[src/core/tw2_pkg.sv]
// Constants, types and register map of the timer2 waveform control block
// Operation
// - Nonzero output-B action field hands the pin to the compare output B.
// - Compare output B driver enabled only while its direction bit selects output.
// - Non-PWM: 00 disconnected, 01 toggle, 10 clear, 11 set on match.
// - Fast PWM: 01 reserved, 10 clear match/set bottom, 11 set match/clear bottom.
// - Phase PWM: 01 reserved, 10 clear up-match/set down-match, 11 opposite.
// - Fast PWM with compare B at TOP: ignore match, act at BOTTOM.
// - Phase PWM with compare B at TOP: ignore match, act at TOP.
// - Reserved bits 3:2 of control A and 5:4 of control B read zero.
// - Waveform mode is high bit from control B plus two low bits from A.
// - Mode 0 normal TOP 0xFF; mode 2 clears at compare A; both immediate update.
// - Modes 1,5 phase PWM update at TOP; 3,7 fast update at BOTTOM; 4,6 reserved.
// - Force bits only act in non-PWM modes.
// - Force bit one gives an immediate match acted on by the action field.
// - Force bits are one-shot strobes using the action field present then.
// - Forced match raises no interrupt and never clears the counter.
// - Both force bits always read zero.
// - Clock select: 000 stop, 001 undivided, then divide 8,32,64,128,256,1024.
// - Timer clock is the I/O clock, or the crystal pin when async is selected.
package tw2_pkg;

  localparam int ADDR_W = 12;

  // Register indices; byte address is four times the index
  localparam logic [7:0] IDX_CTRL_A = 8'hb0;
  localparam logic [7:0] IDX_CTRL_B = 8'hb1;
  localparam logic [7:0] IDX_CMP_A = 8'hb2;
  localparam logic [7:0] IDX_CMP_B = 8'hb3;
  localparam logic [7:0] IDX_COUNT = 8'hb4;
  localparam logic [7:0] IDX_CFG = 8'hb5;

  localparam logic [7:0] RST_CTRL = 8'h00;
  localparam logic [7:0] RST_CMP = 8'h00;
  localparam logic [7:0] RST_CFG = 8'h00;
  localparam logic [7:0] CNT_MAX = 8'hff;
  localparam logic [7:0] CNT_BOTTOM = 8'h00;

  // Configuration register bit positions
  localparam int CFG_ASYNC_BIT = 0;
  localparam int CFG_DIR_B_BIT = 1;

  // Waveform mode codes
  localparam logic [2:0] WM_NORMAL = 3'h0;
  localparam logic [2:0] WM_PHASE_FF = 3'h1;
  localparam logic [2:0] WM_CTC = 3'h2;
  localparam logic [2:0] WM_FAST_FF = 3'h3;
  localparam logic [2:0] WM_PHASE_A = 3'h5;
  localparam logic [2:0] WM_FAST_A = 3'h7;

  // Prescaler tap masks for select codes 2..7
  localparam logic [9:0] TAP_8 = 10'h007;
  localparam logic [9:0] TAP_32 = 10'h01f;
  localparam logic [9:0] TAP_64 = 10'h03f;
  localparam logic [9:0] TAP_128 = 10'h07f;
  localparam logic [9:0] TAP_256 = 10'h0ff;
  localparam logic [9:0] TAP_1024 = 10'h3ff;

  localparam logic [1:0] RESP_OKAY = 2'h0;
  localparam logic [1:0] RESP_SLVERR = 2'h2;

  typedef struct packed {
    logic [1:0] out_a_match_action;
    logic [1:0] out_b_match_action;
    logic [1:0] rsvd;
    logic [1:0] waveform_select_low;
  } tw2_ctrl_a_t;

  typedef struct packed {
    logic force_match_a;
    logic force_match_b;
    logic [1:0] rsvd;
    logic waveform_select_high;
    logic [2:0] clock_tap_select;
  } tw2_ctrl_b_t;

  typedef enum logic [2:0] {
    TW2_NORMAL,
    TW2_CTC,
    TW2_PHASE,
    TW2_FAST,
    TW2_RSVD
  } tw2_wave_t;

endpackage : tw2_pkg

[src/core/tw2_ctrl.sv]
// Timer2 waveform control with AXI4-Lite register access
`timescale 1ns/1ps
module tw2_ctrl #(
  parameter int ADDR_W = tw2_pkg::ADDR_W
) (
  // Clock and reset
  input wire logic mclk,
  input wire logic rst,
  // AXI4-Lite write address and data
  input wire logic awvalid,
  output logic awready,
  input wire logic [ADDR_W-1:0] awaddr,
  input wire logic wvalid,
  output logic wready,
  input wire logic [31:0] wdata,
  input wire logic [3:0] wstrb,
  // AXI4-Lite write response
  output logic bvalid,
  input wire logic bready,
  output logic [1:0] bresp,
  // AXI4-Lite read
  input wire logic arvalid,
  output logic arready,
  input wire logic [ADDR_W-1:0] araddr,
  output logic rvalid,
  input wire logic rready,
  output logic [31:0] rdata,
  output logic [1:0] rresp,
  // Crystal clock input pin
  input wire logic crystal_clock_pin,
  // Pin and port control
  output logic compare_out_b_pin,
  output logic compare_out_b_pin_oe,
  output logic compare_out_b_override,
  output logic force_match_a_strobe,
  output logic crystal_port_detach
);

  localparam logic [ADDR_W-1:0] A_CTRL_A = ADDR_W'(4 * tw2_pkg::IDX_CTRL_A);
  localparam logic [ADDR_W-1:0] A_CTRL_B = ADDR_W'(4 * tw2_pkg::IDX_CTRL_B);
  localparam logic [ADDR_W-1:0] A_CMP_A = ADDR_W'(4 * tw2_pkg::IDX_CMP_A);
  localparam logic [ADDR_W-1:0] A_CMP_B = ADDR_W'(4 * tw2_pkg::IDX_CMP_B);
  localparam logic [ADDR_W-1:0] A_COUNT = ADDR_W'(4 * tw2_pkg::IDX_COUNT);
  localparam logic [ADDR_W-1:0] A_CFG = ADDR_W'(4 * tw2_pkg::IDX_CFG);

  function automatic tw2_pkg::tw2_wave_t wave_kind(input logic [2:0] m);
    unique case (m)
      tw2_pkg::WM_NORMAL: wave_kind = tw2_pkg::TW2_NORMAL;
      tw2_pkg::WM_CTC: wave_kind = tw2_pkg::TW2_CTC;
      tw2_pkg::WM_PHASE_FF, tw2_pkg::WM_PHASE_A: wave_kind = tw2_pkg::TW2_PHASE;
      tw2_pkg::WM_FAST_FF, tw2_pkg::WM_FAST_A: wave_kind = tw2_pkg::TW2_FAST;
      default: wave_kind = tw2_pkg::TW2_RSVD;
    endcase
  endfunction : wave_kind

  function automatic logic addr_known(input logic [ADDR_W-1:0] a);
    addr_known = (a == A_CTRL_A) || (a == A_CTRL_B) || (a == A_CMP_A) ||
                 (a == A_CMP_B) || (a == A_COUNT) || (a == A_CFG);
  endfunction : addr_known

  function automatic logic tap_hit(input logic [2:0] sel, input logic [9:0] p);
    unique case (sel)
      3'h0: tap_hit = 1'b0;
      3'h1: tap_hit = 1'b1;
      3'h2: tap_hit = (p & tw2_pkg::TAP_8) == tw2_pkg::TAP_8;
      3'h3: tap_hit = (p & tw2_pkg::TAP_32) == tw2_pkg::TAP_32;
      3'h4: tap_hit = (p & tw2_pkg::TAP_64) == tw2_pkg::TAP_64;
      3'h5: tap_hit = (p & tw2_pkg::TAP_128) == tw2_pkg::TAP_128;
      3'h6: tap_hit = (p & tw2_pkg::TAP_256) == tw2_pkg::TAP_256;
      3'h7: tap_hit = (p & tw2_pkg::TAP_1024) == tw2_pkg::TAP_1024;
    endcase
  endfunction : tap_hit

  // Registers
  tw2_pkg::tw2_ctrl_a_t ctrl_a_ff;
  tw2_pkg::tw2_ctrl_b_t ctrl_b_ff;
  logic [7:0] cmp_a_buf_ff, cmp_b_buf_ff, cmp_a_ff, cmp_b_ff, cfg_ff;
  logic [7:0] cnt_ff;
  logic dir_down_ff;
  logic [9:0] presc_ff;
  logic xtal_s1_ff, xtal_s2_ff, xtal_s3_ff;
  logic oc_b_ff, oe_b_ff, ovr_b_ff, force_a_ff, force_b_ff, detach_ff;

  // Bus state
  logic aw_hold_ff, w_hold_ff, bvalid_ff, awready_ff, wready_ff, arready_ff, rvalid_ff;
  logic [ADDR_W-1:0] awaddr_ff;
  logic [7:0] wbyte_ff;
  logic wlane_ff;
  logic [1:0] bresp_ff, rresp_ff;
  logic [31:0] rdata_ff;

  logic [2:0] wave_sel;
  tw2_pkg::tw2_wave_t wave;
  logic is_pwm, src_tick, tick, at_top, at_bottom, match_b, cmp_b_is_top;
  logic [7:0] top_val, nxt_cnt;
  logic nxt_dir_down, nxt_oc_b;
  logic wr_do, ar_fire, wr_ok;
  logic nxt_aw_hold, nxt_w_hold, nxt_bvalid, nxt_rvalid;
  logic [1:0] act_b;
  logic rd_was_b_ff;

  assign wave_sel = {ctrl_b_ff.waveform_select_high, ctrl_a_ff.waveform_select_low};
  assign wave = wave_kind(wave_sel);
  assign is_pwm = (wave == tw2_pkg::TW2_PHASE) || (wave == tw2_pkg::TW2_FAST);
  // Modes 2, 5 and 7 take TOP from compare A
  assign top_val = (wave_sel == tw2_pkg::WM_CTC || wave_sel[2]) ? cmp_a_ff : tw2_pkg::CNT_MAX;
  assign at_top = cnt_ff == top_val;
  assign at_bottom = cnt_ff == tw2_pkg::CNT_BOTTOM;
  assign act_b = ctrl_a_ff.out_b_match_action;
  assign cmp_b_is_top = cmp_b_ff == top_val;

  // Crystal pin crossing; edge detect reads only the second stage onward
  always_ff @(posedge mclk or posedge rst) begin
    if (rst) begin
      xtal_s1_ff <= 1'b0;
      xtal_s2_ff <= 1'b0;
      xtal_s3_ff <= 1'b0;
    end else begin
      xtal_s1_ff <= crystal_clock_pin;
      xtal_s2_ff <= xtal_s1_ff;
      xtal_s3_ff <= xtal_s2_ff;
    end
  end

  assign src_tick = cfg_ff[tw2_pkg::CFG_ASYNC_BIT] ? (xtal_s2_ff & ~xtal_s3_ff) : 1'b1;
  assign tick = src_tick && tap_hit(ctrl_b_ff.clock_tap_select, presc_ff);
  assign match_b = tick && (cnt_ff == cmp_b_ff);

  // Shared prescaler runs free on the source clock
  always_ff @(posedge mclk or posedge rst) begin
    if (rst) begin
      presc_ff <= 10'h000;
    end else if (src_tick) begin
      presc_ff <= presc_ff + 10'h001;
    end
  end

  // Counting sequence; forced matches never reach this logic
  always_comb begin
    nxt_cnt = cnt_ff;
    nxt_dir_down = dir_down_ff;
    if (tick) begin
      unique case (wave)
        tw2_pkg::TW2_CTC, tw2_pkg::TW2_FAST: begin
          nxt_cnt = at_top ? tw2_pkg::CNT_BOTTOM : cnt_ff + 8'h01;
        end
        tw2_pkg::TW2_PHASE: begin
          if (!dir_down_ff) begin
            nxt_dir_down = at_top;
            nxt_cnt = at_top ? cnt_ff - 8'h01 : cnt_ff + 8'h01;
          end else begin
            nxt_dir_down = !at_bottom;
            nxt_cnt = at_bottom ? cnt_ff + 8'h01 : cnt_ff - 8'h01;
          end
        end
        default: begin
          nxt_cnt = cnt_ff + 8'h01;
          nxt_dir_down = 1'b0;
        end
      endcase
    end
  end

  always_ff @(posedge mclk or posedge rst) begin
    if (rst) begin
      cnt_ff <= tw2_pkg::CNT_BOTTOM;
      dir_down_ff <= 1'b0;
    end else begin
      cnt_ff <= nxt_cnt;
      dir_down_ff <= nxt_dir_down;
    end
  end

  // Compare update point per mode
  always_ff @(posedge mclk or posedge rst) begin
    if (rst) begin
      cmp_a_ff <= tw2_pkg::RST_CMP;
      cmp_b_ff <= tw2_pkg::RST_CMP;
    end else if (!is_pwm || (tick && at_top && (wave == tw2_pkg::TW2_FAST || !dir_down_ff))) begin
      cmp_a_ff <= cmp_a_buf_ff;
      cmp_b_ff <= cmp_b_buf_ff;
    end
  end

  // Output B waveform
  always_comb begin
    nxt_oc_b = oc_b_ff;
    unique case (wave)
      tw2_pkg::TW2_FAST: begin
        if (tick && at_top && act_b[1]) begin
          nxt_oc_b = !act_b[0];
        end else if (match_b && act_b[1] && !cmp_b_is_top) begin
          nxt_oc_b = act_b[0];
        end
      end
      tw2_pkg::TW2_PHASE: begin
        if (act_b[1] && cmp_b_is_top) begin
          if (tick && at_top && !dir_down_ff) begin
            nxt_oc_b = !act_b[0];
          end
        end else if (match_b && act_b[1]) begin
          nxt_oc_b = dir_down_ff ? !act_b[0] : act_b[0];
        end
      end
      default: begin
        if (match_b || force_b_ff) begin
          unique case (act_b)
            2'h1: nxt_oc_b = !oc_b_ff;
            2'h2: nxt_oc_b = 1'b0;
            2'h3: nxt_oc_b = 1'b1;
            default: nxt_oc_b = oc_b_ff;
          endcase
        end
      end
    endcase
  end

  always_ff @(posedge mclk or posedge rst) begin
    if (rst) begin
      oc_b_ff <= 1'b0;
      ovr_b_ff <= 1'b0;
      oe_b_ff <= 1'b0;
      detach_ff <= 1'b0;
    end else begin
      oc_b_ff <= nxt_oc_b;
      ovr_b_ff <= |act_b;
      oe_b_ff <= (|act_b) && cfg_ff[tw2_pkg::CFG_DIR_B_BIT];
      detach_ff <= cfg_ff[tw2_pkg::CFG_ASYNC_BIT];
    end
  end

  // Write channel: address and data taken in either order
  assign wr_do = aw_hold_ff && w_hold_ff && !bvalid_ff;
  assign wr_ok = wr_do && wlane_ff;
  assign nxt_aw_hold = aw_hold_ff ? !wr_do : (awvalid && awready_ff);
  assign nxt_w_hold = w_hold_ff ? !wr_do : (wvalid && wready_ff);
  assign nxt_bvalid = bvalid_ff ? !bready : wr_do;
  assign ar_fire = arvalid && arready_ff;
  assign nxt_rvalid = rvalid_ff ? !rready : ar_fire;

  always_ff @(posedge mclk or posedge rst) begin
    if (rst) begin
      aw_hold_ff <= 1'b0;
      w_hold_ff <= 1'b0;
      bvalid_ff <= 1'b0;
      awready_ff <= 1'b0;
      wready_ff <= 1'b0;
      bresp_ff <= tw2_pkg::RESP_OKAY;
      awaddr_ff <= '0;
      wbyte_ff <= 8'h00;
      wlane_ff <= 1'b0;
    end else begin
      aw_hold_ff <= nxt_aw_hold;
      w_hold_ff <= nxt_w_hold;
      bvalid_ff <= nxt_bvalid;
      awready_ff <= !nxt_aw_hold && !nxt_bvalid;
      wready_ff <= !nxt_w_hold && !nxt_bvalid;
      if (awvalid && awready_ff) begin
        awaddr_ff <= awaddr;
      end
      if (wvalid && wready_ff) begin
        wbyte_ff <= wdata[7:0];
        wlane_ff <= wstrb[0];
      end
      if (wr_do) begin
        bresp_ff <= addr_known(awaddr_ff) ? tw2_pkg::RESP_OKAY : tw2_pkg::RESP_SLVERR;
      end
    end
  end

  // Register writes; reserved bits never stored
  always_ff @(posedge mclk or posedge rst) begin
    if (rst) begin
      ctrl_a_ff <= tw2_pkg::tw2_ctrl_a_t'(tw2_pkg::RST_CTRL);
      ctrl_b_ff <= tw2_pkg::tw2_ctrl_b_t'(tw2_pkg::RST_CTRL);
      cmp_a_buf_ff <= tw2_pkg::RST_CMP;
      cmp_b_buf_ff <= tw2_pkg::RST_CMP;
      cfg_ff <= tw2_pkg::RST_CFG;
    end else if (wr_ok) begin
      unique case (awaddr_ff)
        A_CTRL_A: begin
          ctrl_a_ff <= tw2_pkg::tw2_ctrl_a_t'(wbyte_ff);
          ctrl_a_ff.rsvd <= 2'h0;
        end
        A_CTRL_B: begin
          ctrl_b_ff <= tw2_pkg::tw2_ctrl_b_t'(wbyte_ff);
          ctrl_b_ff.force_match_a <= 1'b0;
          ctrl_b_ff.force_match_b <= 1'b0;
          ctrl_b_ff.rsvd <= 2'h0;
        end
        A_CMP_A: cmp_a_buf_ff <= wbyte_ff;
        A_CMP_B: cmp_b_buf_ff <= wbyte_ff;
        A_CFG: cfg_ff <= {6'h00, wbyte_ff[1:0]};
        default: ;
      endcase
    end
  end

  // Force strobes use the mode in force before this write lands
  always_ff @(posedge mclk or posedge rst) begin
    if (rst) begin
      force_a_ff <= 1'b0;
      force_b_ff <= 1'b0;
    end else begin
      force_a_ff <= wr_ok && awaddr_ff == A_CTRL_B && wbyte_ff[7] && !is_pwm;
      force_b_ff <= wr_ok && awaddr_ff == A_CTRL_B && wbyte_ff[6] && !is_pwm;
    end
  end

  // Read channel
  always_ff @(posedge mclk or posedge rst) begin
    if (rst) begin
      rvalid_ff <= 1'b0;
      arready_ff <= 1'b0;
      rdata_ff <= 32'h0000_0000;
      rresp_ff <= tw2_pkg::RESP_OKAY;
    end else begin
      rvalid_ff <= nxt_rvalid;
      arready_ff <= !nxt_rvalid;
      if (ar_fire) begin
        rresp_ff <= addr_known(araddr) ? tw2_pkg::RESP_OKAY : tw2_pkg::RESP_SLVERR;
        unique case (araddr)
          A_CTRL_A: rdata_ff <= {24'h000000, ctrl_a_ff};
          A_CTRL_B: rdata_ff <= {24'h000000, ctrl_b_ff};
          A_CMP_A: rdata_ff <= {24'h000000, cmp_a_buf_ff};
          A_CMP_B: rdata_ff <= {24'h000000, cmp_b_buf_ff};
          A_COUNT: rdata_ff <= {24'h000000, cnt_ff};
          A_CFG: rdata_ff <= {24'h000000, cfg_ff};
          default: rdata_ff <= 32'h0000_0000;
        endcase
      end
    end
  end

  assign awready = awready_ff;
  assign wready = wready_ff;
  assign bvalid = bvalid_ff;
  assign bresp = bresp_ff;
  assign arready = arready_ff;
  assign rvalid = rvalid_ff;
  assign rdata = rdata_ff;
  assign rresp = rresp_ff;
  assign compare_out_b_pin = oc_b_ff;
  assign compare_out_b_pin_oe = oe_b_ff;
  assign compare_out_b_override = ovr_b_ff;
  assign force_match_a_strobe = force_a_ff;
  assign crystal_port_detach = detach_ff;

  a_pin_override:
  assert property (@(posedge mclk) disable iff (rst)
    ##1 compare_out_b_override == $past(|ctrl_a_ff.out_b_match_action))
    else $error("override does not follow action field");

  a_pin_drive:
  assert property (@(posedge mclk) disable iff (rst)
    compare_out_b_pin_oe |-> $past(cfg_ff[tw2_pkg::CFG_DIR_B_BIT]) && compare_out_b_override)
    else $error("pin driven without output direction");

  a_nonpwm_toggle:
  assert property (@(posedge mclk) disable iff (rst)
    (!is_pwm && act_b == 2'h1 && match_b) |=> compare_out_b_pin != $past(compare_out_b_pin))
    else $error("toggle on match missing");

  a_fast_bottom:
  assert property (@(posedge mclk) disable iff (rst)
    (wave == tw2_pkg::TW2_FAST && act_b == 2'h2 && tick && at_top) |=> compare_out_b_pin && cnt_ff == 8'h00)
    else $error("fast mode did not set at bottom");

  a_phase_up:
  assert property (@(posedge mclk) disable iff (rst)
    (wave == tw2_pkg::TW2_PHASE && act_b == 2'h2 && match_b && !dir_down_ff && !cmp_b_is_top)
    |=> !compare_out_b_pin)
    else $error("phase mode up match did not clear");

  a_reserved_zero:
  assert property (@(posedge mclk) disable iff (rst)
    (ar_fire && (araddr == A_CTRL_A || araddr == A_CTRL_B)) |=> rdata[3:2] == 2'h0 || rd_was_b_ff)
    else $error("reserved bits read nonzero");

  // Remembers which control register the read data belongs to
  always_ff @(posedge mclk or posedge rst) begin
    if (rst) begin
      rd_was_b_ff <= 1'b0;
    end else if (ar_fire) begin
      rd_was_b_ff <= araddr == A_CTRL_B;
    end
  end

  a_force_read:
  assert property (@(posedge mclk) disable iff (rst)
    (rvalid && rd_was_b_ff) |-> rdata[7:4] == 4'h0)
    else $error("force or reserved bits read nonzero");

  a_force_pwm:
  assert property (@(posedge mclk) disable iff (rst)
    $rose(force_b_ff) |-> $past(!is_pwm))
    else $error("force acted in a PWM mode");

  a_force_count:
  assert property (@(posedge mclk) disable iff (rst)
    (force_b_ff && !tick) |=> cnt_ff == $past(cnt_ff))
    else $error("forced match moved the counter");

  a_clock_stop:
  assert property (@(posedge mclk) disable iff (rst)
    (ctrl_b_ff.clock_tap_select == 3'h0) [*2] |-> $stable(cnt_ff))
    else $error("counter moved while stopped");

endmodule : tw2_ctrl

[config.mk]
export PLATFORM = sky130hd
export DESIGN_NAME = tw2_ctrl
export DESIGN_NICKNAME = d
export VERILOG_FILES = /design/src/core/tw2_pkg.sv /design/src/core/tw2_ctrl.sv
export SDC_FILE = /design/constraint.sdc
export NUM_CORES = 1
export LEC_CHECK = 0
export BUFFER_PORTS_ARGS = -buffer_cell sky130_fd_sc_hd__buf_2
export CELL_PAD_IN_SITES_DETAIL_PLACEMENT = 1
export CELL_PAD_IN_SITES_GLOBAL_PLACEMENT = 1
export CORE_MARGIN = 3
export CORE_UTILIZATION = 47
export CTS_CLUSTER_DIAMETER = 50
export CTS_CLUSTER_SIZE = 16
export DETAILED_ROUTE_END_ITERATION = 12
export PLACE_DENSITY = 0.92
export SLEW_MARGIN = 40
export SYNTH_ARGS = -nofsm -noshare
export SYNTH_HDL_FRONTEND = slang
export SYNTH_SLANG_ARGS = --single-unit
[constraint.sdc]
create_clock -name mclk -period 4.7 [get_ports mclk]
set_input_delay 0.47 -clock mclk [delete_from_list [all_inputs] [get_ports mclk]]
set_output_delay 0.47 -clock mclk [all_outputs]
set_load 0.01 [all_outputs]
; ---- Yosys cells after proc, flatten, opt, wreduce, memory -nomap -nowiden
; Index checks and enable logic that the tools add are counted.
[classes]
n_bitwise = 3
add_sub_neg = 3
eq_ne = 42
reduce_logical = 68
n_mux = 27
[ops]
columns = op, n
row1 = == test 12 x 10 -> 1 bit (second input constant), 12
row2 = one-hot mux 8 bit (6 select lines), 1
row3 = two-way mux 8 bit, 5
row4 = == test 8 bit, 3
row5 = logical AND 1 bit, 23
row6 = == test 3 bit (second input constant), 7
row7 = == test 3 x 2 -> 1 bit (second input constant), 6
row8 = one-hot mux 8 bit (2 select lines), 1
row9 = logical OR 1 bit, 15
row10 = logical NOT 1 bit, 14
row11 = two-way mux 1 bit, 13
row12 = one-hot mux 3 bit (4 select lines), 1
row13 = AND reduction 2 bit, 6
row14 = adder 10 x 1 -> 10 bit (second input constant), 1
row15 = == test 10 bit (second input constant), 1
row16 = == test 3 x 1 -> 1 bit (second input constant), 3
row17 = adder 8 x 1 -> 8 bit (second input constant), 1
row18 = == test 8 bit (second input constant), 1
row19 = logical NOT 8 bit, 1
row20 = one-hot mux 1 bit (8 select lines), 1
row21 = OR reduction 2 bit, 4
row22 = subtractor 8 x 1 -> 8 bit (second input constant), 1
row23 = == test 7 bit (second input constant), 1
row24 = == test 6 bit (second input constant), 1
row25 = 14 further kinds, 20
[word_totals]
out_inout_bits = 46
inputBits = 68
regBits = 136
elab_cells = 178

; ---- Depth between registers and ports, before layout
; Gate-level depths: netlist (run 1).
[logic_depth]
depth_word = 10
ltp_mapped = 12
depth_no_buf = 11

; ---- Worst setup path after synthesis (run 1)
; OpenSTA, ideal clock, no wires.
[synth_timing]
path_type = register to register
start = register cnt_ff[0]
end = register cnt_ff[3]
setup_ns = 0.087
n_path_buf = 1
stages_incl_launch_ff = 12
setup_slack_ns = 1.963
period_less_slack_ns = 2.737
t_arrival_ns = 2.651
required_ns = 4.613
cell_sequence = dfrtp_1 > clkbuf_1 > inv_1 > ha_1 > or3b_1 > or3_4 > or3_4 > nand2_2 > o31ai_4 > mux2i_1 > or4_1 > o211ai_1
[synth_via]
elab_chain_len = 4
elab_cells_between_ends = 9
classes_between = 2 x add/sub / 1 x eq/ne / 5 x mux / 1 x reduce/logical
[synth_lines]
columns = element, line
row1 = "start, declared", tw2_ctrl.sv:78  ; logic [7:0] cnt_ff;
row2 = "start signal, assigned", tw2_ctrl.sv:166  ; cnt_ff <= tw2_pkg::CNT_BOTTOM;
row3 = "start signal, assigned", tw2_ctrl.sv:169  ; cnt_ff <= nxt_cnt;
row4 = "adder 8 x 1 -> 8 bit, or another cell as far along", --
row5 = two-way mux 8 bit (on tied branches), "tw2_ctrl.sv:150, tw2_ctrl.sv:153"
row6 = two-way mux 8 bit, tw2_ctrl.sv:148  ; if (!dir_down_ff) begin
row7 = one-hot mux 8 bit (2 select lines) (*), tw2_ctrl.sv:143  ; unique case (wave)
; Mark *: on every way between the ends. The rest lies on a longest branch, timed or not.
; A chain may end at the register's enable or synchronous reset.

; ---- Worst setup path in the final report (run 1)
[layout_timing]
start = register ctrl_a_ff[0] (netlist name)
end = register oc_b_ff, in the netlist compare_out_b_pin
[layout_via]
elab_chain_len = 8
elab_cells_between_ends = 30
classes_between = 12 x eq/ne / 5 x mux / 13 x reduce/logical
[layout_lines]
columns = element, line
row1 = "start, declared", tw2_ctrl.sv:75  ; tw2_pkg::tw2_ctrl_a_t ctrl_a_ff;
row2 = "start signal, assigned", tw2_ctrl.sv:274  ; ctrl_a_ff <= tw2_pkg::tw2_ctrl_a_t'(tw2_pkg::RST_CTRL);
row3 = "start signal, assigned", tw2_ctrl.sv:282  ; ctrl_a_ff <= tw2_pkg::tw2_ctrl_a_t'(wbyte_ff);
row4 = == test 3 x 2 -> 1 bit, "tw2_ctrl.sv:47, tw2_ctrl.sv:106"
row5 = logical OR 1 bit, tw2_ctrl.sv:106  ; assign top_val = (wave_sel == tw2_pkg::WM_CTC || wave_sel[2]) ? cmp_a_ff : tw2_pkg::CNT_MAX;
row6 = two-way mux 8 bit, tw2_ctrl.sv:106
row7 = == test 8 bit (on tied branches), "tw2_ctrl.sv:107, tw2_ctrl.sv:110"
row8 = logical AND 1 bit / logical NOT 1 bit (equally long branches), "tw2_ctrl.sv:190, tw2_ctrl.sv:198, tw2_ctrl.sv:192"
row9 = logical AND 1 bit (on tied branches), "tw2_ctrl.sv:190, tw2_ctrl.sv:192, tw2_ctrl.sv:198"
row10 = "!= test 3 x 1 -> 1 bit (no source line), or another cell as far along", --
row11 = AND reduction 5 bit (no source line) / one-hot mux 1 bit (2 select lines) (equally long branches), --
row12 = "end signal, assigned", tw2_ctrl.sv:225  ; oc_b_ff <= nxt_oc_b;
row13 = "end, declared", tw2_ctrl.sv:82  ; logic oc_b_ff, oe_b_ff, ovr_b_ff, force_a_ff, force_b_ff, detach_ff;
; Parallel ways exist; a longest one is shown, timed or not.

==> summary.txt, run 1 <==
Logic synthesis
  • FF+latch count, synth: 110
  • Share of the synthesized area in the top cell type: 46.8%
  • Warnings from Yosys: 0
  • Cells after synthesis: 537
  • Area leader, netlist: dfrtp_1
  • Area contributors post-synth: dfrtp_1 47%, mux2_2 8.8%, mux2_1 5.0%
  • Top_reg_cell synth: dfrtp_1
  • FFs w/ async S/R, synth: 100%
  • Syn Area/Cell: 10.9 µm²
  • Post-synthesis sequential area ratio: 46.8%
  • Netlist Area Pre-Place: 5880 µm²
  • Number of flops mapped to enable cells by yosys: 0
  • Unique masters post-synth: 75

Pwr
  • Sw power: 0.721 mW
  • Tot Pwr: 2.44 mW
  • Internal power: 1.72 mW
  • Pwr/cell area: 375 nW/µm²
  • Sw Share: 29.5%
  • Leak: 3.07 nW
  • Combinational Power Share: 15.4%
  • Sequential Power Share: 51.5%
  • Worst vdd ir: 0.000304 V
  • Clk network pwr share: 33.2%

Run status
  • Status: finished, final reports clean

Route
  • Avg WL per Cell: 22.1 µm
  • Vias per cell: 5.93
  • Routed Antenna Nets: 0
  • DRC viols: 0
  • DR pass1 iterations: 5
  • Total wire length: 16700 µm
  • Vias: 4486
  • 1st-iter DRT viols: 314

Clock tree
  • Clock Path Buffers: 2
  • CTS resizes: 0
  • Hold-fix buffers, CTS: 0
  • Latest clock arrival within the worst-skew pair: 350 ps
  • H-tree depth: 3
  • Clock Sinks: 110
  • Worst-path clk slew: 80 ps
  • CTS tree: done
  • CTS buffer count: 9
  • Post-CTS Setup Inserts: 0
  • Root Driver: clkbuf_16

Min path
  • Hold wc startpoint: crystal_clock_pin
  • Worst Hold Class: in2reg

Worst setup path
  • Critical Path Source: ctrl_a_ff[0]$_DFFE_PP0P_
  • CP required: 4930 ps
  • Worst r2r dst: compare_out_b_pin$_DFFE_PP0P_
  • Reg2Reg Launch Point: ctrl_a_ff[0]$_DFFE_PP0P_
  • CP endpoint kind: register
  • Worst-path fanout max: 14
  • Critical path class: reg2reg
  • Setup crit end: compare_out_b_pin$_DFFE_PP0P_
  • Worst setup SP type: register
  • CP Data Arrival Time: 3420 ps
  • Worst Reg-to-Reg Cells: 8
  • Reg2Reg Setup Slack: 1510 ps

Run
  • # Max-Cap Violations: 0

Die
  • # IOs: 114
  • DIE AREA: 13900 µm²
  • Die Width: 118 µm
  • Die Y-Extent: 118 µm
  • Row count: 40
  • Core box area: 12100 µm²
  • Initial Util: 48.5%

GRT
  • Vias in the first global route: 4931
  • GRT Overall Usage: 24.7%
  • First-pass GRT wire length: 27300 µm
  • Initial antenna violation count: 0
  • Total grt overflow: 0
  • Pin count of the biggest net entering global routing: 78

STA
  • Max-slew violations: 0
  • Measured slew at the worst slew-check pin: 716 ps
  • Setup TNS after final layout: 0 ps
  • Max Clock Skew: 5.37 ps
  • Fmax: 0.314 GHz
  • Min cycle time layout: 3190 ps
  • Slew margin rel.: 52.2%
  • RSZ-0062 raised after global routing: no
  • Hold Violations, Final: 0
  • Fin crit share: 67.8%
  • Setup violators final: 0
  • Worst hold slack: 224 ps

Place
  • Routability Congestion: 0.849
  • Dpl hpwl: 12000 µm
  • I/O Buffers: 60

Final layout
  • Ant diodes: 0
  • Fraction of layout instances using a drive strength above 1: 25.6%
  • Core Util, Final: 53.8%
  • Layout Nets: 657
  • Area grow syn2layout: 10.9%
## state kept, by name, indices dropped and copies added (netlist names), 2 cells and up
| name | count |
|---|---|
| act_b | 2 |
| awaddr_ff | 12 |
| cfg_ff | 2 |
| cmp_a_buf_ff | 8 |
| cmp_a_ff | 8 |
| cmp_b_buf_ff | 8 |
| cmp_b_ff | 8 |
| cnt_ff | 8 |
| ctrl_a_ff | 4 |
| ctrl_b_ff | 4 |
| presc_ff | 10 |
| rdata | 8 |
| wbyte_ff | 8 |
## power groups by stage
| stage | clock, mW | sequential (mW) | combinational (mW) |
|---|---|---|---|
| floorplan | 0 | 1.20 | 0.303 |
| global placement | 0 | 1.24 | 0.333 |
| detailed placement | 0 | 1.27 | 0.378 |
| CTS | 0.819 | 1.26 | 0.382 |
| global route | 0.861 | 1.28 | 0.415 |
| finish | 0.810 | 1.26 | 0.375 |
## layout make-up
cell class	count	area, µm²
multi-input combinational	382	2840
clock inverter	5	75.1
tap	168	210
clock buffer	11	243
timing repair buffer	62	315
fill	1321	5600
inverter	19	76.3
sequential	110	2750
## worst min path at each step
| stage | slack (ps) | depth (start not counted) | endpoint |
|---|---|---|---|
| 2_1_floorplan | 330 | 0 | xtal_s2_ff$_DFF_PP0_ |
| 3_3_place_gp | 330 | 0 | xtal_s2_ff$_DFF_PP0_ |
| 3_5_place_dp | 340 | 0 | xtal_s2_ff$_DFF_PP0_ |
| 4_1_cts | 220 | 1 | xtal_s1_ff$_DFF_PP0_ |
| 5_1_grt | 220 | 1 | xtal_s1_ff$_DFF_PP0_ |
| 6_report | 220 | 1 | xtal_s1_ff$_DFF_PP0_ |
## cell usage in the layout (no fill, tap or decap), types with 13 or more instances in the layout
cell	n
a21oi_1	13
buf_2	60
conb_1	26
dfrtp_1	110
inv_1	18
mux2_1	26
mux2_2	46
nand2_1	43
nor2_1	29
o21ai_0	17
xor2_1	15
## cells in the mapped netlist (6+ instances only)
library cell and count:
and3_1 9, mux2_1 26, o21ai_0 17, o21ai_1 8, buf_4 26, xnor2_1 8, mux2i_1 8, o22ai_1 6
inv_1 19, nor2_1 29, a21oi_1 13, a31oi_1 7, dfrtp_1 110, xor2_1 15, mux2_2 46, nand3_1 11
nor2b_1 6, clkbuf_1 21, nor3_1 6, nand2_1 43
## through the flow
stage	worst slack [ps]	instance area (µm²)	cells
global placement	1810	6180	741
finish	1510	6510	757
CTS	1600	6510	757
detailed placement	1670	6200	741
floorplan	1330	5970	562
global route	1380	6510	757
## logic make-up (layout without fill, tap and decap cells)
kind of cell    after synthesis  in the layout  synth area share (%)
compound gates              103            103                  13.4
fa+ha+maj                     5              5                  1.06
mux                          81             81                  15.5
other cells                   1             26                0.0638
buf+inv                      70             97                  6.54
flops                       110            110                  46.8
simple gates                144            144                  13.2
xor+xnor                     23             23                  3.43
## metal layers
metal | vias to the layer above | part of all wire, % | global-route usage (%)
met4 | 0 | 3.4 | 9.96
li1 | 1974 | - | -
met3 | 42 | 4.3 | 3.27
met5 | - | 0 | 0
met2 | 167 | 53 | 44.2
met1 | 2303 | 39 | 30.0
## critical path, cell delays in order, from the launching register on
cell	delay, ps
dfrtp_1	610
nor2b_4	350
nor2_2	150
o41ai_1	350
a31oi_1	100
nor4_2	630
a21oi_1	190
o41ai_1	320
mux2_1	360
Power figures use the tool's default switching activity.
==> run 2, diff against run 1 <==
- CORE_UTILIZATION: 47 -> 39
- PLACE_DENSITY: 0.92 -> 0.82
- clock period: 4.7 -> 2.76 ns (I/O delays scaled with it)
==> summary.txt, run 2 (synthesis gave the netlist of run 1 again) <==
Run status
  • Status: finished, final reports clean

STA
  • RSZ-0062 raised after global routing: yes
  • Min cycle time layout: 2700 ps
  • Slew margin rel.: 59.1%
  • Hold Violations, Final: 0
  • Measured slew at the worst slew-check pin: 612 ps
  • Setup violators final: 0
  • Fmax: 0.371 GHz
  • Max Clock Skew: 9.48 ps
  • Max-slew violations: 0
  • Fin crit share: 97.8%

Clock tree
  • Worst-path clk slew: 80 ps
  • Latest clock arrival within the worst-skew pair: 360 ps
  • Root Driver: clkbuf_16
  • Clock Sinks: 110
  • Clock Path Buffers: 2
  • CTS buffer count: 9
  • H-tree depth: 3
  • CTS tree: done

Place
  • Dpl hpwl: 11300 µm
  • Dpl cells: 775
  • I/O Buffers: 60
  • Routability Congestion: 0.828

GRT
  • Vias in the first global route: 4806
  • GRT Overall Usage: 20.0%
  • Total grt overflow: 0
  • First-pass GRT wire length: 26200 µm
  • Pin count of the biggest net entering global routing: 75
  • Initial antenna violation count: 0

Worst setup path
  • Critical Path Source: cnt_ff[1]$_DFFE_PP0N_
  • Worst r2r dst: cnt_ff[3]$_DFFE_PP0N_
  • Critical path class: reg2reg
  • CP endpoint kind: register
  • Worst setup SP type: register
  • Slowest CP cell: or4_1
  • Cell Chain, Critical Path: inv_1 > ha_2 > or3b_4 > or3_4 > or3_4 > nand2_2 > o31ai_4 > mux2i_2 > or4_1 > o211ai_1
  • CP Data Arrival Time: 2980 ps
  • Worst-path fanout max: 3
  • Crit-path max cell delay: 420 ps
  • Reg2Reg Setup Slack: 60 ps
  • CP required: 3040 ps
  • Reg2Reg Launch Point: cnt_ff[1]$_DFFE_PP0N_
  • Worst Reg-to-Reg Cells: 10
  • CP most frequent cell: or3_4

Die
  • DIE AREA: 16600 µm²
  • Die Width: 129 µm
  • Die Y-Extent: 129 µm
  • Core box area: 14600 µm²
  • Row count: 44
  • Initial Util: 40.1%
  • # IOs: 114

Final layout
  • Largest Register: awaddr_ff
  • Core Util, Final: 46.3%
  • Ant diodes: 0
  • Most common cell after layout, fill and taps aside: dfrtp_1
  • Fraction of layout instances using a drive strength above 1: 29.9%
  • Layout Nets: 683
  • Most frequent cells in the layout: 110 x dfrtp_1, 60 x buf_2, 46 x mux2_2, 43 x nand2_1, 29 x nor2_1
  • Area grow syn2layout: 15.4%
  • Fillers: 1627
  • Top Registers: awaddr_ff x12, presc_ff x10
  • Largest register FFs: 12
  • Finished Layout Cells: 799

Route
  • Avg WL per Cell: 19.9 µm
  • Total wire length: 15900 µm
  • Vias: 4482
  • Routed Antenna Nets: 0
  • 1st-iter DRT viols: 198
  • Vias per cell: 5.61
  • DR pass1 iterations: 4
  • DRC viols: 0

Pwr
  • Tot Pwr: 4.09 mW
  • Sw power: 1.24 mW
  • Worst vdd ir: 0.000516 V
  • Sequential Power Share: 51.8%
  • Leak: 3.19 nW
  • Combinational Power Share: 16.4%
  • Clk network pwr share: 31.8%
  • Pwr/cell area: 602 nW/µm²
  • Internal power: 2.84 mW
  • Sw Share: 30.4%

Min path
  • Hold wc startpoint: crystal_clock_pin
  • Hold endpoint: xtal_s1_ff$_DFF_PP0_
  • Hold Path Cell Cnt: 1
  • Worst Hold Class: in2reg

Run
  • # Max-Cap Violations: 0
-- run 2: cell type report --
cell class                 instances  area, µm²  share of cell area [%]
multi-input combinational        382       2890                    42.6
sequential                       110       2750                    40.6
timing repair buffer              88        538                    7.93
tap                              184        230                    3.39
clock buffer                       9        225                    3.32
inverter                          19       75.1                    1.11
clock inverter                     7       73.8                    1.09
-- run 2: power groups by stage --
stage / Clock (mW) / Combinational (mW) / Sequential, mW
finish: 1.30 / 0.670 / 2.12
global route: 1.40 / 0.739 / 2.16
CTS: 1.33 / 0.666 / 2.12
detailed placement: 0 / 0.647 / 2.14
global placement: 0 / 0.602 / 2.11
floorplan: 0 / 0.516 / 2.04
-- run 2: per-layer routing --
metal | GRT usage [%] | wire length (µm) | share of wire, % | up-vias
li1 | - | - | - | 2027
met1 | 23.7 | 6220 | 39 | 2302
met2 | 35.5 | 8520 | 54 | 127
met3 | 3.24 | 750 | 4.7 | 26
met4 | 9.26 | 388 | 2.4 | 0
met5 | 0 | 0 | 0 | -
-- run 2: critical path, delay by kind of cell (launching register included) --
kind	cells	cell delay [ps]
and+or+nand+nor	5	1600
AOI/OAI and AO/OA	2	200
buffers and inverters	1	70
DFF	1	390
adders and majority gates	1	170
muxes	1	180
-- run 2: through the flow --
step	worst slack (ps)	cell area, µm²	setup TNS [ps]	hold slack, ps
5_1_grt	-44.3	6780	-78.2	16.4
3_5_place_dp	85.8	6370	0	263
3_3_place_gp	164	6370	0	249
4_1_cts	51.2	6680	0	11.6
6_report	62.1	6780	0	21.4
2_1_floorplan	22.7	5970	0	307
-- run 2: how the worst max path moves through the flow --
stage                     slack [ps]  depth (start not counted)                            end
after floorplan                   20                         11          cnt_ff[3]$_DFFE_PP0N_
after global placement           160                         10          cnt_ff[7]$_DFFE_PP0N_
after detailed placement          90                         10          cnt_ff[3]$_DFFE_PP0N_
after CTS                         50                         10          cnt_ff[3]$_DFFE_PP0N_
after global routing             -40                          9  compare_out_b_pin$_DFFE_PP0P_
final                             60                         10          cnt_ff[3]$_DFFE_PP0N_
-- run 2: repair_timing --
item,in CTS,in global routing
endpoints found under the hold margin,11,0
setup buffers,0,7
hold buffers,1,0
gates resized for setup,0,9
endpoints found under the setup margin,0,6
==> run 3, diff against run 2 <==
- CORE_MARGIN: 3 -> 1
==> summary.txt, run 3 (synthesis gave the netlist of run 1 again) <==
Final layout
  • Layout Nets: 676
  • Finished Layout Cells: 792
  • Post-route cell area: 6710 µm²
  • Ant diodes: 0
  • Most common cell after layout, fill and taps aside: dfrtp_1
  • Most frequent cells in the layout: 110 x dfrtp_1, 60 x buf_2, 46 x mux2_2, 43 x nand2_1, 29 x nor2_1
  • Fraction of layout instances using a drive strength above 1: 28.9%
  • Area grow syn2layout: 14.3%
  • Largest register FFs: 12
  • Largest Register: awaddr_ff
  • Fillers: 1672
  • Top Registers: awaddr_ff x12, presc_ff x10

GRT
  • GRT Overall Usage: 21.5%
  • Total grt overflow: 0
  • First-pass GRT wire length: 26200 µm
  • Pin count of the biggest net entering global routing: 111
  • Vias in the first global route: 4881
  • Initial antenna violation count: 0

Clock tree
  • Latest clock arrival within the worst-skew pair: 360 ps
  • Worst-path clk slew: 80 ps
  • Hold-fix buffers, CTS: 0
  • CTS tree: done
  • H-tree depth: 3
  • Root Driver: clkbuf_16
  • CTS buffer count: 9
  • Clock Sinks: 110
  • Clock Path Buffers: 2

Place
  • Dpl hpwl: 11200 µm
  • Dpl cells: 775
  • Dpl ws: 48.2 ps
  • Routability Congestion: 0.871
  • I/O Buffers: 60
  • Cell Area, Placed: 6370 µm²

Run
  • # Max-Cap Violations: 0

Die
  • Core box area: 14600 µm²
  • DIE AREA: 15600 µm²
  • Die Width: 125 µm
  • Initial Util: 40.1%
  • Row count: 44
  • # IOs: 114
  • Die Y-Extent: 125 µm

STA
  • Fmax: 0.376 GHz
  • Hold Violations, Final: 0
  • Min cycle time layout: 2660 ps
  • Setup violators final: 0
  • Worst hold slack: 26.3 ps
  • Worst setup margin: 98.1 ps
  • Fin crit share: 96.4%
  • Slew margin rel.: 59.8%
  • Max-slew violations: 0
  • Max Clock Skew: 9.68 ps
  • Measured slew at the worst slew-check pin: 603 ps

Worst setup path
  • Critical Path Source: cnt_ff[0]$_DFFE_PP0N_
  • Reg2Reg Launch Point: cnt_ff[0]$_DFFE_PP0N_
  • Critical path class: reg2reg
  • CP required: 3030 ps
  • Worst setup SP type: register
  • Worst-path fanout max: 3
  • CP endpoint kind: register
  • CP Data Arrival Time: 2940 ps

Min path
  • Worst Hold Class: in2reg
  • Hold wc startpoint: crystal_clock_pin

Route
  • Vias per cell: 5.59
  • Routed Antenna Nets: 0
  • Total wire length: 16000 µm
  • Vias: 4425
  • Avg WL per Cell: 20.2 µm
  • 1st-iter DRT viols: 257
  • DR pass1 iterations: 11
  • DRC viols: 8

Run status
  • Status: finished, violations left
  • Failing checks: design-rule violations

Pwr
  • Pwr/cell area: 610 nW/µm²
  • Tot Pwr: 4.09 mW
  • Worst vdd ir: 0.000512 V
  • Leak: 3.17 nW
-- run 3: cell types whose count changed in the layout (fill, tap and decap cells not counted), sizes merged --
cell,change
clkbuf,+1
clkinvlp,-2
buf,-6
dlygate4sd3,-1
clkinv,+1
-- run 3: worst max-delay path, stage by stage (launching register included) --
cell      delay (ps)
dfrtp_1          380
inv_1             60
ha_2             180
or3b_4           400
or3_4            350
or3_4            350
nand2_2          100
o31ai_4           90
mux2i_1          150
or4_1            410
o211ai_1         100
-- run 3: final timing paths --
| check | endpoint | slack [ps] | cells after the start |
|---|---|---|---|
| max in group asynchronous | ctrl_b_ff[0]$_DFFE_PP0P_ | 2220 | 3 |
| worst min-delay path | xtal_s1_ff$_DFF_PP0_ | 30 | 1 |
| worst min register to register | xtal_s2_ff$_DFF_PP0_ | 370 | 0 |
| worst max register to register | cnt_ff[3]$_DFFE_PP0N_ | 100 | 10 |
| min in group asynchronous | rvalid$_DFF_PP0_ | 70 | 3 |
| worst max-delay path | cnt_ff[3]$_DFFE_PP0N_ | 100 | 10 |
-- run 3: layer usage --
metal | track usage [%] | wire length (µm) | vias to the layer above
met2 | 38.3 | 8470 | 110
met4 | 8.13 | 281 | 0
met3 | 2.88 | 588 | 23
met5 | 0 | 0 | -
li1 | - | - | 2013
met1 | 26.3 | 6630 | 2279
-- run 3: per-stage QoR --
stage               util [%]  TNS [ps]
finish                  45.8         0
global route            45.8     -18.5
CTS                     45.5         0
detailed placement      43.5         0
global placement        43.5         0
floorplan                  -         0
-- run 3: power breakdown --
| group | internal (mW) | switching, mW | leakage, nW |
|---|---|---|---|
| Sequential | 1.86 | 0.256 | 1.45 |
| Clock | 0.657 | 0.654 | 0.148 |
| Combinational | 0.340 | 0.325 | 1.58 |
-- run 3: cell type report --
| type | count | area [µm²] | area share [%] |
|---|---|---|---|
| Multi-Input combinational cell | 382 | 2880 | 42.9 |
| Clock inverter | 6 | 55.1 | 0.820 |
| Timing Repair Buffer | 81 | 483 | 7.19 |
| Sequential cell | 110 | 2750 | 41.0 |
| Tap cell | 184 | 230 | 3.43 |
| Clock buffer | 10 | 239 | 3.56 |
| Inverter | 19 | 75.1 | 1.12 |
-- run 3: what timing repair did --
item | 4_1_cts | 5_1_grt
hold endpoints to repair | 0 | 0
setup endpoints to repair | 0 | 6
resized for setup | 0 | 7
buffers inserted | 0 | 1
